[config.mk]
export PLATFORM = sky130hd
export DESIGN_NAME = vapm_top
export DESIGN_NICKNAME = d
export VERILOG_FILES = /design/src/vapm_pkg.sv /design/src/vapm_delay.sv /design/src/vapm_pack.sv /design/src/vapm_top.sv
export SDC_FILE = /design/constraint.sdc
export NUM_CORES = 1
export LEC_CHECK = 0
export BUFFER_PORTS_ARGS = -buffer_cell sky130_fd_sc_hd__buf_2
export CORE_MARGIN = 10
export CORE_UTILIZATION = 60
export DETAILED_ROUTE_END_ITERATION = 8
export MAX_ROUTING_LAYER = met4
export PLACE_DENSITY_LB_ADDON = 0.2
export SYNTH_ARGS = -nofsm -noshare
export SYNTH_HDL_FRONTEND = slang
export SYNTH_SLANG_ARGS = --single-unit
[constraint.sdc]
create_clock -name mclk_in -period 4.7 [get_ports mclk_in]
set_clock_uncertainty 0.15 [all_clocks]
set_input_delay 0.705 -clock mclk_in [delete_from_list [all_inputs] [get_ports mclk_in]]
set_output_delay 0.705 -clock mclk_in [all_outputs]
set_load 0.03 [all_outputs]
[src/vapm_pkg.sv]
`default_nettype none
package vapm_pkg;
	// ---------------------------------------------------------------
	// host port addresses
	// ---------------------------------------------------------------
	localparam logic [15:0] PORT_ATTR_WR   = 16'h03C0;
	localparam logic [15:0] PORT_ATTR_RD   = 16'h03C1;
	localparam logic [15:0] PORT_STAT_MONO = 16'h03BA;
	localparam logic [15:0] PORT_STAT_COLR = 16'h03DA;
	// ---------------------------------------------------------------
	// register indexes and stored-bit masks
	// ---------------------------------------------------------------
	localparam logic [4:0] IDX_LAST_ENTRY = 5'h0F;
	localparam logic [4:0] IDX_MODE       = 5'h10;
	localparam logic [4:0] IDX_BORDER     = 5'h11;
	localparam logic [4:0] IDX_PLANE      = 5'h12;
	localparam logic [4:0] IDX_PAN        = 5'h13;
	localparam logic [4:0] IDX_CSEL       = 5'h14;
	localparam logic [7:0] MASK_INDEX     = 8'h3F;
	localparam logic [7:0] MASK_ENTRY     = 8'h3F;
	localparam logic [7:0] MASK_MODE      = 8'hEF;
	localparam logic [7:0] MASK_PLANE     = 8'h3F;
	localparam logic [7:0] MASK_PAN       = 8'h0F;
	localparam logic [7:0] MASK_CSEL      = 8'h0F;
	// ---------------------------------------------------------------
	// field positions
	// ---------------------------------------------------------------
	localparam int IDX_VIDEO_EN    = 5;
	localparam int MODE_P54_SEL    = 7;
	localparam int MODE_PIX8       = 6;
	localparam int MODE_PAN_COMPAT = 5;
	localparam int MODE_BLINK      = 3;
	localparam int MODE_LINE_GR    = 2;
	localparam int MODE_MONO       = 1;
	localparam int MODE_GRAPH      = 0;
	localparam int STAT_VSYNC      = 3;
	// ---------------------------------------------------------------
	// text decode and panning figures
	// ---------------------------------------------------------------
	localparam logic [7:0] LINE_CHAR_LO = 8'hB0;
	localparam logic [7:0] LINE_CHAR_HI = 8'hDF;
	localparam logic [2:0] MONO_INVERSE = 3'h7;
	localparam logic [2:0] MONO_ULINE   = 3'h1;
	localparam logic [2:0] MONO_DARK    = 3'h0;
	localparam logic [2:0] MONO_LIT     = 3'h7;
	localparam int         PAN_DEPTH    = 10;
	localparam logic [3:0] PAN_TAP_MAX  = 4'h9;
	localparam logic [3:0] PAN_ONE      = 4'h1;
	localparam logic [3:0] PAN_ZERO     = 4'h0;
endpackage
`default_nettype wire

[src/vapm_delay.sv]
`timescale 1ns/1ps
`default_nettype none
// fixed-length delay line with a selectable tap; tap 0 is the newest entry
module vapm_delay #(
	parameter int W = 4,
	parameter int D = 10
) (
	input  wire logic         mclk_in,
	input  wire logic         rst_n_in,
	input  wire logic         ce_in,
	input  wire logic         en_in,
	input  wire logic [W-1:0] d_in,
	input  wire logic [3:0]   tap_in,
	output logic      [W-1:0] q_out
);
	typedef struct packed {
		logic [D-1:0][W-1:0] line;
	} vapm_delay_state_type;

	vapm_delay_state_type st_ff;
	vapm_delay_state_type nxt_st;

	// ---------------------------------------------------------------
	// shift on each dot
	// ---------------------------------------------------------------
	always_comb begin
		nxt_st = st_ff;
		if (en_in) begin
			nxt_st.line = {st_ff.line[D-2:0], d_in};
		end
	end

	always_ff @(posedge mclk_in or negedge rst_n_in) begin
		if (!rst_n_in) begin
			st_ff <= '0;
		end else if (ce_in) begin
			st_ff <= nxt_st;
		end
	end

	// tap beyond the line reads the oldest entry rather than an x
	assign q_out = (int'(tap_in) < D) ? st_ff.line[tap_in] : st_ff.line[D-1];
endmodule
`default_nettype wire

[src/vapm_pack.sv]
`timescale 1ns/1ps
`default_nettype none
// joins two nibbles into one byte, first nibble high, strobe on the second
module vapm_pack (
	input  wire logic       mclk_in,
	input  wire logic       rst_n_in,
	input  wire logic       ce_in,
	input  wire logic       en_in,
	input  wire logic [3:0] nib_in,
	output logic      [7:0] byte_out,
	output logic            strobe_out
);
	typedef struct packed {
		logic       phase;
		logic [3:0] hi;
	} vapm_pack_state_type;

	vapm_pack_state_type st_ff;
	vapm_pack_state_type nxt_st;

	// ---------------------------------------------------------------
	// phase restarts whenever packing is off, so each line starts high
	// ---------------------------------------------------------------
	always_comb begin
		nxt_st = st_ff;
		if (!en_in) begin
			nxt_st.phase = 1'b0;
		end else begin
			nxt_st.phase = ~st_ff.phase;
			if (!st_ff.phase) begin
				nxt_st.hi = nib_in;
			end
		end
	end

	always_ff @(posedge mclk_in or negedge rst_n_in) begin
		if (!rst_n_in) begin
			st_ff <= '0;
		end else if (ce_in) begin
			st_ff <= nxt_st;
		end
	end

	assign byte_out   = {st_ff.hi, nib_in};
	assign strobe_out = en_in & st_ff.phase;
endmodule
`default_nettype wire

[src/vapm_top.sv]
`timescale 1ns/1ps
`default_nettype none
module vapm_top (
	input  wire logic        mclk_in,
	input  wire logic        rst_n_in,
	input  wire logic        ce_in,
	input  wire logic        io_wr_in,
	input  wire logic        io_rd_in,
	input  wire logic [15:0] io_addr_in,
	input  wire logic [7:0]  io_wdata_in,
	output logic      [7:0]  io_rdata_out,
	input  wire logic        pix_valid_in,
	input  wire logic [3:0]  planes_in,
	input  wire logic [7:0]  attr_in,
	input  wire logic [7:0]  char_code_in,
	input  wire logic        glyph_in,
	input  wire logic        col9_in,
	input  wire logic        dot9_in,
	input  wire logic        underline_in,
	input  wire logic        blank_in,
	input  wire logic        lower_region_in,
	input  wire logic        vsync_in,
	input  wire logic [7:0]  blink_rate_in,
	output logic      [7:0]  pix_out,
	output logic             pix_valid_out
);
	typedef struct packed {
		logic             toggle;
		logic [5:0]       index;
		logic [15:0][5:0] entry;
		logic [7:0]       mode;
		logic [7:0]       border;
		logic [7:0]       plane;
		logic [7:0]       pan;
		logic [7:0]       csel;
		logic [7:0]       rdata;
		logic [7:0]       pix;
		logic             pix_valid;
		logic [7:0]       last_idx;
		logic             last_glyph;
		logic [7:0]       blink_cnt;
		logic             blink_ph;
		logic             vs_q;
	} vapm_state_type;

	vapm_state_type st_ff;
	vapm_state_type nxt_st;

	logic       wr_attr;
	logic       rd_data;
	logic       rd_stat;
	logic       vid_en;
	logic [4:0] idx;
	logic [7:0] data_rd;
	logic [1:0] stat_bits;
	logic       blink_off;
	logic       glyph;
	logic       mono_on;
	logic       mono_inv;
	logic [3:0] tnib;
	logic [3:0] mnib;
	logic [3:0] gnib;
	logic [3:0] nib;
	logic [3:0] shift;
	logic [3:0] tap;
	logic [3:0] nib_d;
	logic       blank_d;
	logic [7:0] pack_byte;
	logic       pack_strobe;
	logic [7:0] lut_idx;
	logic [5:0] ent;

	// ---------------------------------------------------------------
	// host port decode
	// ---------------------------------------------------------------
	assign wr_attr = io_wr_in && (io_addr_in == vapm_pkg::PORT_ATTR_WR);
	assign rd_data = io_rd_in && (io_addr_in == vapm_pkg::PORT_ATTR_RD);
	assign rd_stat = io_rd_in && ((io_addr_in == vapm_pkg::PORT_STAT_MONO) ||
		(io_addr_in == vapm_pkg::PORT_STAT_COLR));
	assign vid_en  = st_ff.index[vapm_pkg::IDX_VIDEO_EN];
	assign idx     = st_ff.index[4:0];

	// data port read mux; entries read as zero while video owns them
	always_comb begin
		data_rd = 8'h00;
		if (idx <= vapm_pkg::IDX_LAST_ENTRY) begin
			if (!vid_en) begin
				data_rd = {2'h0, st_ff.entry[idx[3:0]]};
			end
		end else begin
			case (idx)
				vapm_pkg::IDX_MODE:   data_rd = st_ff.mode;
				vapm_pkg::IDX_BORDER: data_rd = st_ff.border;
				vapm_pkg::IDX_PLANE:  data_rd = st_ff.plane;
				vapm_pkg::IDX_PAN:    data_rd = st_ff.pan;
				vapm_pkg::IDX_CSEL:   data_rd = st_ff.csel;
				default:              data_rd = 8'h00;
			endcase
		end
	end

	// status pair chosen from the last index sent out
	always_comb begin
		case (st_ff.plane[5:4])
			2'h0:    stat_bits = {st_ff.last_idx[2], st_ff.last_idx[0]};
			2'h1:    stat_bits = {st_ff.last_idx[5], st_ff.last_idx[4]};
			2'h2:    stat_bits = {st_ff.last_idx[3], st_ff.last_idx[1]};
			default: stat_bits = {st_ff.last_idx[7], st_ff.last_idx[6]};
		endcase
	end

	// ---------------------------------------------------------------
	// pixel value before panning
	// ---------------------------------------------------------------
	// ninth column only lights for line characters, so box glyphs join up
	always_comb begin
		glyph = glyph_in;
		if (col9_in) begin
			glyph = st_ff.mode[vapm_pkg::MODE_LINE_GR] &&
				(char_code_in >= vapm_pkg::LINE_CHAR_LO) &&
				(char_code_in <= vapm_pkg::LINE_CHAR_HI) && st_ff.last_glyph;
		end
	end

	assign blink_off = st_ff.mode[vapm_pkg::MODE_BLINK] & st_ff.blink_ph;
	// colour text: attribute bit 7 is blink or background intensity
	assign tnib = (glyph && !(blink_off && attr_in[7])) ? attr_in[3:0] :
		{attr_in[7] & ~st_ff.mode[vapm_pkg::MODE_BLINK], attr_in[6:4]};
	// monochrome text: underline, reverse video, intensity and blink only
	assign mono_on  = (glyph || (underline_in && attr_in[2:0] == vapm_pkg::MONO_ULINE)) &&
		!(blink_off && attr_in[7]);
	assign mono_inv = (attr_in[6:4] == vapm_pkg::MONO_INVERSE) &&
		(attr_in[2:0] == vapm_pkg::MONO_DARK);
	assign mnib = (mono_on ^ mono_inv) ? {attr_in[3], vapm_pkg::MONO_LIT} : 4'h0;
	// graphics blink flips the top plane bit off during the dark phase
	assign gnib = {planes_in[3] & ~blink_off, planes_in[2:0]};

	always_comb begin
		if (st_ff.mode[vapm_pkg::MODE_GRAPH]) begin
			nib = gnib;
		end else if (st_ff.mode[vapm_pkg::MODE_MONO]) begin
			nib = mnib;
		end else begin
			nib = tnib;
		end
		nib = nib & st_ff.plane[3:0];
	end

	// ---------------------------------------------------------------
	// horizontal panning
	// ---------------------------------------------------------------
	// a pan change mid-line tears the line; software changes it in blanking
	always_comb begin
		if (lower_region_in && st_ff.mode[vapm_pkg::MODE_PAN_COMPAT]) begin
			shift = vapm_pkg::PAN_ZERO;
		end else if (st_ff.mode[vapm_pkg::MODE_PIX8]) begin
			shift = {st_ff.pan[3:1], 1'b0};
		end else if (!st_ff.mode[vapm_pkg::MODE_GRAPH] && dot9_in) begin
			shift = st_ff.pan[3] ? vapm_pkg::PAN_ZERO :
				(st_ff.pan[3:0] + vapm_pkg::PAN_ONE);
		end else begin
			shift = {1'b0, st_ff.pan[2:0]};
		end
	end

	// in packed mode one shifted byte is two nibbles, hence the even nibble shift
	assign tap = vapm_pkg::PAN_TAP_MAX - shift;

	vapm_delay #(
		.W(4),
		.D(vapm_pkg::PAN_DEPTH)
	) u_pan_line (
		.mclk_in (mclk_in),
		.rst_n_in(rst_n_in),
		.ce_in   (ce_in),
		.en_in   (pix_valid_in),
		.d_in    (nib),
		.tap_in  (tap),
		.q_out   (nib_d)
	);

	// blanking keeps its place on screen whatever the pan
	vapm_delay #(
		.W(1),
		.D(vapm_pkg::PAN_DEPTH)
	) u_blank_line (
		.mclk_in (mclk_in),
		.rst_n_in(rst_n_in),
		.ce_in   (ce_in),
		.en_in   (pix_valid_in),
		.d_in    (blank_in),
		.tap_in  (vapm_pkg::PAN_TAP_MAX),
		.q_out   (blank_d)
	);

	vapm_pack u_pack (
		.mclk_in   (mclk_in),
		.rst_n_in  (rst_n_in),
		.ce_in     (ce_in),
		.en_in     (pix_valid_in & st_ff.mode[vapm_pkg::MODE_PIX8]),
		.nib_in    (nib_d),
		.byte_out  (pack_byte),
		.strobe_out(pack_strobe)
	);

	// ---------------------------------------------------------------
	// lookup into the eight-bit palette index
	// ---------------------------------------------------------------
	assign ent     = st_ff.entry[nib_d];
	assign lut_idx = {st_ff.csel[3:2],
		st_ff.mode[vapm_pkg::MODE_P54_SEL] ? st_ff.csel[1:0] : ent[5:4],
		ent[3:0]};

	// ---------------------------------------------------------------
	// next state
	// ---------------------------------------------------------------
	always_comb begin
		nxt_st       = st_ff;
		nxt_st.vs_q  = vsync_in;
		nxt_st.rdata = 8'h00;
		// blink phase flips once every blink_rate_in plus one rising sync edges
		if (vsync_in && !st_ff.vs_q) begin
			if (st_ff.blink_cnt >= blink_rate_in) begin
				nxt_st.blink_cnt = 8'h00;
				nxt_st.blink_ph  = ~st_ff.blink_ph;
			end else begin
				nxt_st.blink_cnt = st_ff.blink_cnt + 8'h01;
			end
		end
		// host writes: one toggle steers index or data
		if (wr_attr) begin
			nxt_st.toggle = ~st_ff.toggle;
			if (!st_ff.toggle) begin
				nxt_st.index = io_wdata_in[5:0] & vapm_pkg::MASK_INDEX[5:0];
			end else if (idx <= vapm_pkg::IDX_LAST_ENTRY) begin
				if (!vid_en) begin
					nxt_st.entry[idx[3:0]] = io_wdata_in[5:0] & vapm_pkg::MASK_ENTRY[5:0];
				end
			end else begin
				case (idx)
					vapm_pkg::IDX_MODE:   nxt_st.mode   = io_wdata_in & vapm_pkg::MASK_MODE;
					vapm_pkg::IDX_BORDER: nxt_st.border = io_wdata_in;
					vapm_pkg::IDX_PLANE:  nxt_st.plane  = io_wdata_in & vapm_pkg::MASK_PLANE;
					vapm_pkg::IDX_PAN:    nxt_st.pan    = io_wdata_in & vapm_pkg::MASK_PAN;
					vapm_pkg::IDX_CSEL:   nxt_st.csel   = io_wdata_in & vapm_pkg::MASK_CSEL;
					default:              nxt_st.csel   = st_ff.csel;
				endcase
			end
		end
		// host reads; the data port leaves the toggle alone
		if (io_rd_in && io_addr_in == vapm_pkg::PORT_ATTR_WR) begin
			nxt_st.rdata = {2'h0, st_ff.index};
		end else if (rd_data) begin
			nxt_st.rdata = data_rd;
		end else if (rd_stat) begin
			nxt_st.toggle = 1'b0;
			nxt_st.rdata  = {2'h0, stat_bits, 4'h0};
			nxt_st.rdata[vapm_pkg::STAT_VSYNC] = st_ff.vs_q;
		end
		// pixel out
		nxt_st.pix_valid = pix_valid_in &&
			(!st_ff.mode[vapm_pkg::MODE_PIX8] || pack_strobe);
		if (pix_valid_in) begin
			nxt_st.last_glyph = glyph_in;
			if (blank_d) begin
				nxt_st.pix = st_ff.border;
			end else if (st_ff.mode[vapm_pkg::MODE_PIX8]) begin
				nxt_st.pix = pack_byte;
			end else begin
				nxt_st.pix = lut_idx;
			end
			if (nxt_st.pix_valid) begin
				nxt_st.last_idx = nxt_st.pix;
			end
		end
	end

	// everything clears on reset; clock enable freezes all state
	always_ff @(posedge mclk_in or negedge rst_n_in) begin
		if (!rst_n_in) begin
			st_ff <= '0;
		end else if (ce_in) begin
			st_ff <= nxt_st;
		end
	end

	assign io_rdata_out  = st_ff.rdata;
	assign pix_out       = st_ff.pix;
	assign pix_valid_out = st_ff.pix_valid;
endmodule
`default_nettype wire

==> key figures, run 1 <==
Status
  – Status: finished, final reports clean

Synthesis
  – Synth area leader: dfrtp_1
  – Top cells by area, synth: dfrtp_1 (47%), mux2_2 (13%), mux4_2 (8.3%)
  – Count of flip-flops with a built-in enable after synthesis: 0
  – Cells after synthesis: roughly 1100
  – Syn nets: ~1100
  – Ys flop type: dfrtp_1
  – Syn Std Cell Area: roughly 0.012 sq mm
  – Fraction of registers with async set/reset: between 90% and 100%
  – Share of the synthesized area in the top cell type: between 40 and 50%
  – #FFs+latches synth: roughly 220
  – Count of different cell masters after synthesis: 72
  – Avg Inst Size Synth: about 11 sq um
  – Sequential element share of the synthesized area: a little under half
  – Warnings from Yosys: 0

Setup path
  – Arrival time worst endpoint: 4.67 ns
  – Slowest cell on crit path: xnor2_2
  – Crit end category: register
  – R2R Path End: st_ff[14]
  – CP Cell Sequence: ha_1 > nor2b_1 > mux2i_4 > nor2_8 > inv_2 > ha_1 > xnor2_2 > a31oi_1 > a32o_2 > nor2_4 > buf_12 > mux2i_1 > mux2_2 > a221oi_1 > a211oi_1 > buf_4 > o31ai_1
  – Worst EP required: a little under 5 ns
  – Crit Path Class: register to register
  – CP Launch Point: st_ff[44]
  – R2R depth: 17
  – Startpoint type of the worst setup path: register
  – Crit Path Max Fanout: 22
  – Worst R2R Setup Slack: 0.30 ns
  – R2R Path Start: st_ff[44]
  – Worst path max stage delay: between 0.4 and 0.5 ns
  – Critical path's most frequent cell: ha_1

Cells and area
  – Syn-to-layout area delta: 12.4%
  – Fill count: 1448
  – Most frequent cells in the layout: dfrtp_1 (222), nand2_1 (206), mux2_2 (143)
  – Final Net Count: approximately 1200
  – Commonest non-fill, non-tap cell in the layout: dfrtp_1
  – Final cell utilization of the core: slightly below 70%
  – Share of cells above drive strength 1: between 30% and 40%

STA
  – Max-slew violations: 0
  – Final setup vio count: 0
  – Tightest Pin Transition: 1.15 ns
  – Final WS setup: just under 0.3 ns
  – Hold WS: roughly 0.11 ns
  – Hold Vio Cnt, Final: 0
  – Fmax: between 200 and 250 MHz
  – Period utilization: a little over nine tenths
  – Setup TNS: 0 ns
  – Tmin final: between 4 and 5 ns
  – Slew headroom: approximately 23%
  – RSZ-0062 raised after global routing: no

Pwr
  – Sw Pwr: between 1 and 1.5 mW
  – Worst VDD drop: ~0.33 mV
  – Combinational share of power: ~7.4%
  – Pleak: slightly below 7 nW
  – Share of power burned in registers: a little under half
  – Pwr dens: ~320 mW/mm^2
  – P_int: approximately 3.3 mW
  – Pwr Total: roughly 4.3 mW
  – Switching portion of total power: ~24%
  – Clock share of power: 45.0%

Global route
  – Met3 Use GR: just under 4%
  – Vias in the first global route: approximately 9000
  – Met2 Usage GRT: just under 40%
  – Met1 usage: 29.5%
  – Global-route wire length before repair: just under 50000 um
  – Pin count of the biggest net entering global routing: 119
  – Grt ovf: 0
  – GR Util All Layers: approximately a quarter
  – Initial antenna violation count: 1
  – Grt peak-use layer: met2

Clock tree
  – Post-CTS setup buffer count: 0
  – Post_cts resized: 0
  – Total CTS buffers: 24
  – Clock latency at the later pin of the worst-skew pair: between 0.5 and 0.6 ns
  – Max H-tree Level: 1
  – CTS Sinks: between 200 and 250
  – Clock root buffer master: clkbuf_16
  – TritonCTS clock tree: done
  – Clock-pin transition on the worst setup and hold timing paths: around 0.06 ns
  – Hold_buf cts: 0
  – Longest Clk Path Bufs: 3

Floorplan
  – Io pins: 82
  – Die area: between 0.02 and 0.03 sq mm
  – Core Region: approximately 0.02 sq mm
  – Die height: around 160 um
  – Row cnt: a little over 50
  – Initial core utilization: a little over 60%
  – Die Width: ~160 um

Placed design
  – Port Buffers: 77
  – Final HPWL DP: roughly 21000 um
  – Post-placement worst setup slack: roughly 0.04 ns
  – Routability congestion estimate: between 0.9 and 1

Worst hold path
  – Worst hold path type: primary input to async pin

Route
  – DR WL/cell: roughly 22 um
  – Via-per-instance ratio: roughly 6.2
  – Routed wire length: between 30000 and 40000 um
  – DRT iter0 DRCs: 839
  – Via count: 8785
  – Final routed DRC violation total: 0
  – Post-route antenna net violation count: 0
  – Drt first pass iters: 7

Flow run
  – Total of max-cap violations: 0
[metal layers]
layer | share of wire (%) | vias to the layer above
li1 | - | 3959
met1 | 41 | 4457
met2 | 51 | 288
met3 | 5.5 | 81
met4 | 3.0 | 0
met5 | 0 | -
[cell type report]
cell class	instances	area (sq um)	area share (%)
inverters	28	105	0.779
well taps	265	332	2.46
multi-input cells	737	5930	44.0
repair buffers	114	711	5.27
clock buffers	34	719	5.33
clock inverters	10	104	0.770
diodes	1	2.50	0.0186
flip-flops and latches	223	5580	41.4
[power by group through the flow]
stage	Combinational, mW	Clock, mW	Sequential (mW)
3_5_place_dp	0.323	0	2.09
4_1_cts	0.325	1.97	2.05
2_1_floorplan	0.212	0	2.06
3_3_place_gp	0.312	0	2.09
6_report	0.322	1.95	2.05
5_1_grt	0.365	2.04	2.06
[cells in the mapped netlist (9+ instances only)]
cell and count:
mux2_2 143, a211oi_1 15, inv_1 27, nand3_1 17, nand2_1 207, a22oi_1 10, clkbuf_1 38, ha_1 12
mux4_2 44, and3_1 12, o21ai_0 29, nor2_1 35, a21oi_1 24, nor2b_1 10, dfrtp_1 223, buf_4 17
mux2i_1 54, nor3_1 13, buf_2 9
[worst max-delay path: cells and delay by family (launching register included)]
kind | cells | cell delay, ns
adder cells (fa/ha/maj) | 2 | 0.56
flip-flops | 1 | 0.45
AO/OA/AOI/OAI | 5 | 1.05
AND/OR/NAND/NOR | 3 | 0.60
buffers and inverters | 3 | 0.46
XOR/XNOR | 1 | 0.46
multiplexers | 3 | 0.51
[cells by family after synthesis]
| logic type | share of synthesized area (%) |
|---|---|
| compound gates | 8.20 |
| xor+xnor | 0.636 |
| fa+ha+maj | 1.25 |
| buf+inv | 4.16 |
| flops | 46.5 |
| mux | 26.5 |
| simple gates | 12.7 |
[how the worst max path moves through the flow]
stage,endpoint
2_1_floorplan,st_ff[14]
3_3_place_gp,st_ff[14]
3_5_place_dp,st_ff[14]
4_1_cts,st_ff[14]
5_1_grt,st_ff[14]
6_report,st_ff[14]
[stage by stage]
step,area (sq um),cells
after CTS,13500,1411
after floorplan,12000,1064
after global routing,13500,1412
after global placement,12600,1367
after detailed placement,12600,1367
final,13500,1412
No activity file was read; power rests on OpenSTA's default activity.
==> run 2, diff against run 1 <==
Clock period 4.7 ns to 4.1 ns, I/O delays scaled along.
==> key figures, run 2 (same netlist as run 1, synthesis figures left out) <==
Pwr
  – Worst VDD drop: roughly 0.34 mV
  – Pwr Total: just under 5 mW
  – Pwr dens: between 300 and 400 mW/mm^2
  – Pleak: just under 7 nW

Route
  – Drt first pass iters: 5
  – DR WL met2: 14600 um
  – DR WL/cell: 21.1 um
  – Post-route antenna net violation count: 0
  – Final routed DRC violation total: 0
  – Via-per-instance ratio: ~6
  – Routed wire length: 30500 um
  – Met1 WL: 12700 um
  – Max layer used: met4
  – DRT iter0 DRCs: approximately 760
  – Met3 WL: 2300 um
  – Via count: a little under 9000

STA
  – Hold WS: ~0.15 ns
  – Max-slew violations: 0
  – Hold Vio Cnt, Final: 0
  – Tightest Pin Transition: between 1 and 1.5 ns
  – Fmax: between 200 and 300 MHz
  – Tmin final: 3.97 ns
  – Slew headroom: between 20% and 30%
  – Period utilization: 96.9%
  – Final setup vio count: 0

Cells and area
  – Final instance area: 0.0139 sq mm
  – Most frequent cells in the layout: dfrtp_1 (222), nand2_1 (203), mux2_2 (141)
  – Commonest non-fill, non-tap cell in the layout: dfrtp_1
  – Ant diodes: 0
  – Final cell utilization of the core: between 70 and 80%
  – Final Net Count: 1240
  – Syn-to-layout area delta: 15.7%
  – Fill count: 1447
  – Share of cells above drive strength 1: a little over a third

Clock tree
  – Clock root buffer master: clkbuf_16
  – TritonCTS clock tree: done
  – Clock latency at the later pin of the worst-skew pair: approximately 0.52 ns
  – Max H-tree Level: 1
  – Clock-pin transition on the worst setup and hold timing paths: roughly 0.060 ns
  – Total CTS buffers: 24
  – Longest Clk Path Bufs: 3
  – CTS Sinks: approximately 220

Placed design
  – Final HPWL DP: 21200 um
  – Port Buffers: 77
  – Routability congestion estimate: approximately 0.92
  – Dpl cell area: ~0.013 sq mm

Setup path
  – Crit Path Max Fanout: 4
  – Arrival time worst endpoint: 4.26 ns
  – Crit Path Class: register to register
  – Crit end category: register
  – Startpoint type of the worst setup path: register
  – Worst EP required: approximately 4.4 ns

Global route
  – Initial antenna violation count: 0
  – GR Util All Layers: approximately 24%
  – Grt ovf: 0
  – Pin count of the biggest net entering global routing: 90
  – Vias in the first global route: 9078
  – Global-route wire length before repair: roughly 49000 um

Floorplan
  – Row cnt: 51
  – Initial core utilization: 61.2%
  – Die Width: ~160 um
  – Die height: 161 um
  – Io pins: 82
  – Core Region: 0.0196 sq mm
  – Die area: roughly 0.026 sq mm

Status
  – Status: finished, final reports clean

Worst hold path
  – Worst hold path type: primary input to register

Flow run
  – Total of max-cap violations: 0
-- run 2: cell type report --
class                      count  area [sq um]  share of cell area (%)
multi-input combinational    737          6040                    43.5
clock buffer                  38           734                    5.29
sequential                   223          5580                    40.2
tap                          265           332                    2.39
timing repair buffer         149          1030                    7.44
inverter                      28           105                   0.757
clock inverter                 5          57.6                   0.415
-- run 2: what timing repair did --
item                                    4_1_cts  5_1_grt
pin swaps                                     1       13
hold buffers                                  1        0
endpoints found under the hold margin        78        0
setup buffers                                 0        4
endpoints found under the setup margin        4       10
gates resized for setup                       6       18
-- run 2: final timing paths --
kind	from	to	slack (ns)	depth (start not counted)
min reg2reg	u_blank_line.st_ff[2]	u_blank_line.st_ff[3]	0.32	2
max in group asynchronous	rst_n_in	async pin	2.27	3
max	st_ff[74]	pix_out[5]	0.13	18
max reg2reg	st_ff[74]	pix_out[5]	0.13	18
min	blank_in	u_blank_line.st_ff[0]	0.15	3
min in group asynchronous	rst_n_in	st_ff[6]	0.56	2
-- run 2: routing by layer --
layer | up-vias | GRT usage [%]
met5 | - | -
met4 | 0 | 6.78
met3 | 77 | 4.70
met2 | 368 | 37.8
met1 | 4457 | 31.3
li1 | 4022 | -
-- run 2: critical path, stage by stage (launching register included) --
cell and delay, ns:
dfrtp_1 0.41, nor3b_4 0.23, nand2_1 0.07, mux2_4 0.26
o22ai_2 0.11, nand2_2 0.09, ha_4 0.27, nor2_4 0.11
nand4_1 0.17, buf_4 0.20, mux2_2 0.26, nand2_1 0.10
o21ai_4 0.11, buf_4 0.15, or3_1 0.37, a211oi_1 0.19
a211oi_1 0.10, a221o_1 0.38, a31oi_1 0.17
-- run 2: per-stage QoR --
step	setup WS (ns)	TNS [ns]	std cells
4_1_cts	0.0689	0	1441
2_1_floorplan	0.0192	0	1064
6_report	0.129	0	1445
3_3_place_gp	-0.254	-1.24	1397
3_5_place_dp	-0.359	-2.19	1397
5_1_grt	-0.0367	-0.121	1445
-- run 2: report_power, final --
| part | total, mW | switching (mW) | internal, mW | leakage, nW |
|---|---|---|---|---|
| clock network | 2.15 | 0.861 | 1.29 | 0.378 |
| registers | 2.36 | 0.0797 | 2.28 | 3.06 |
| logic | 0.372 | 0.229 | 0.143 | 3.51 |
| total | 4.88 | 1.17 | 3.71 | 6.95 |
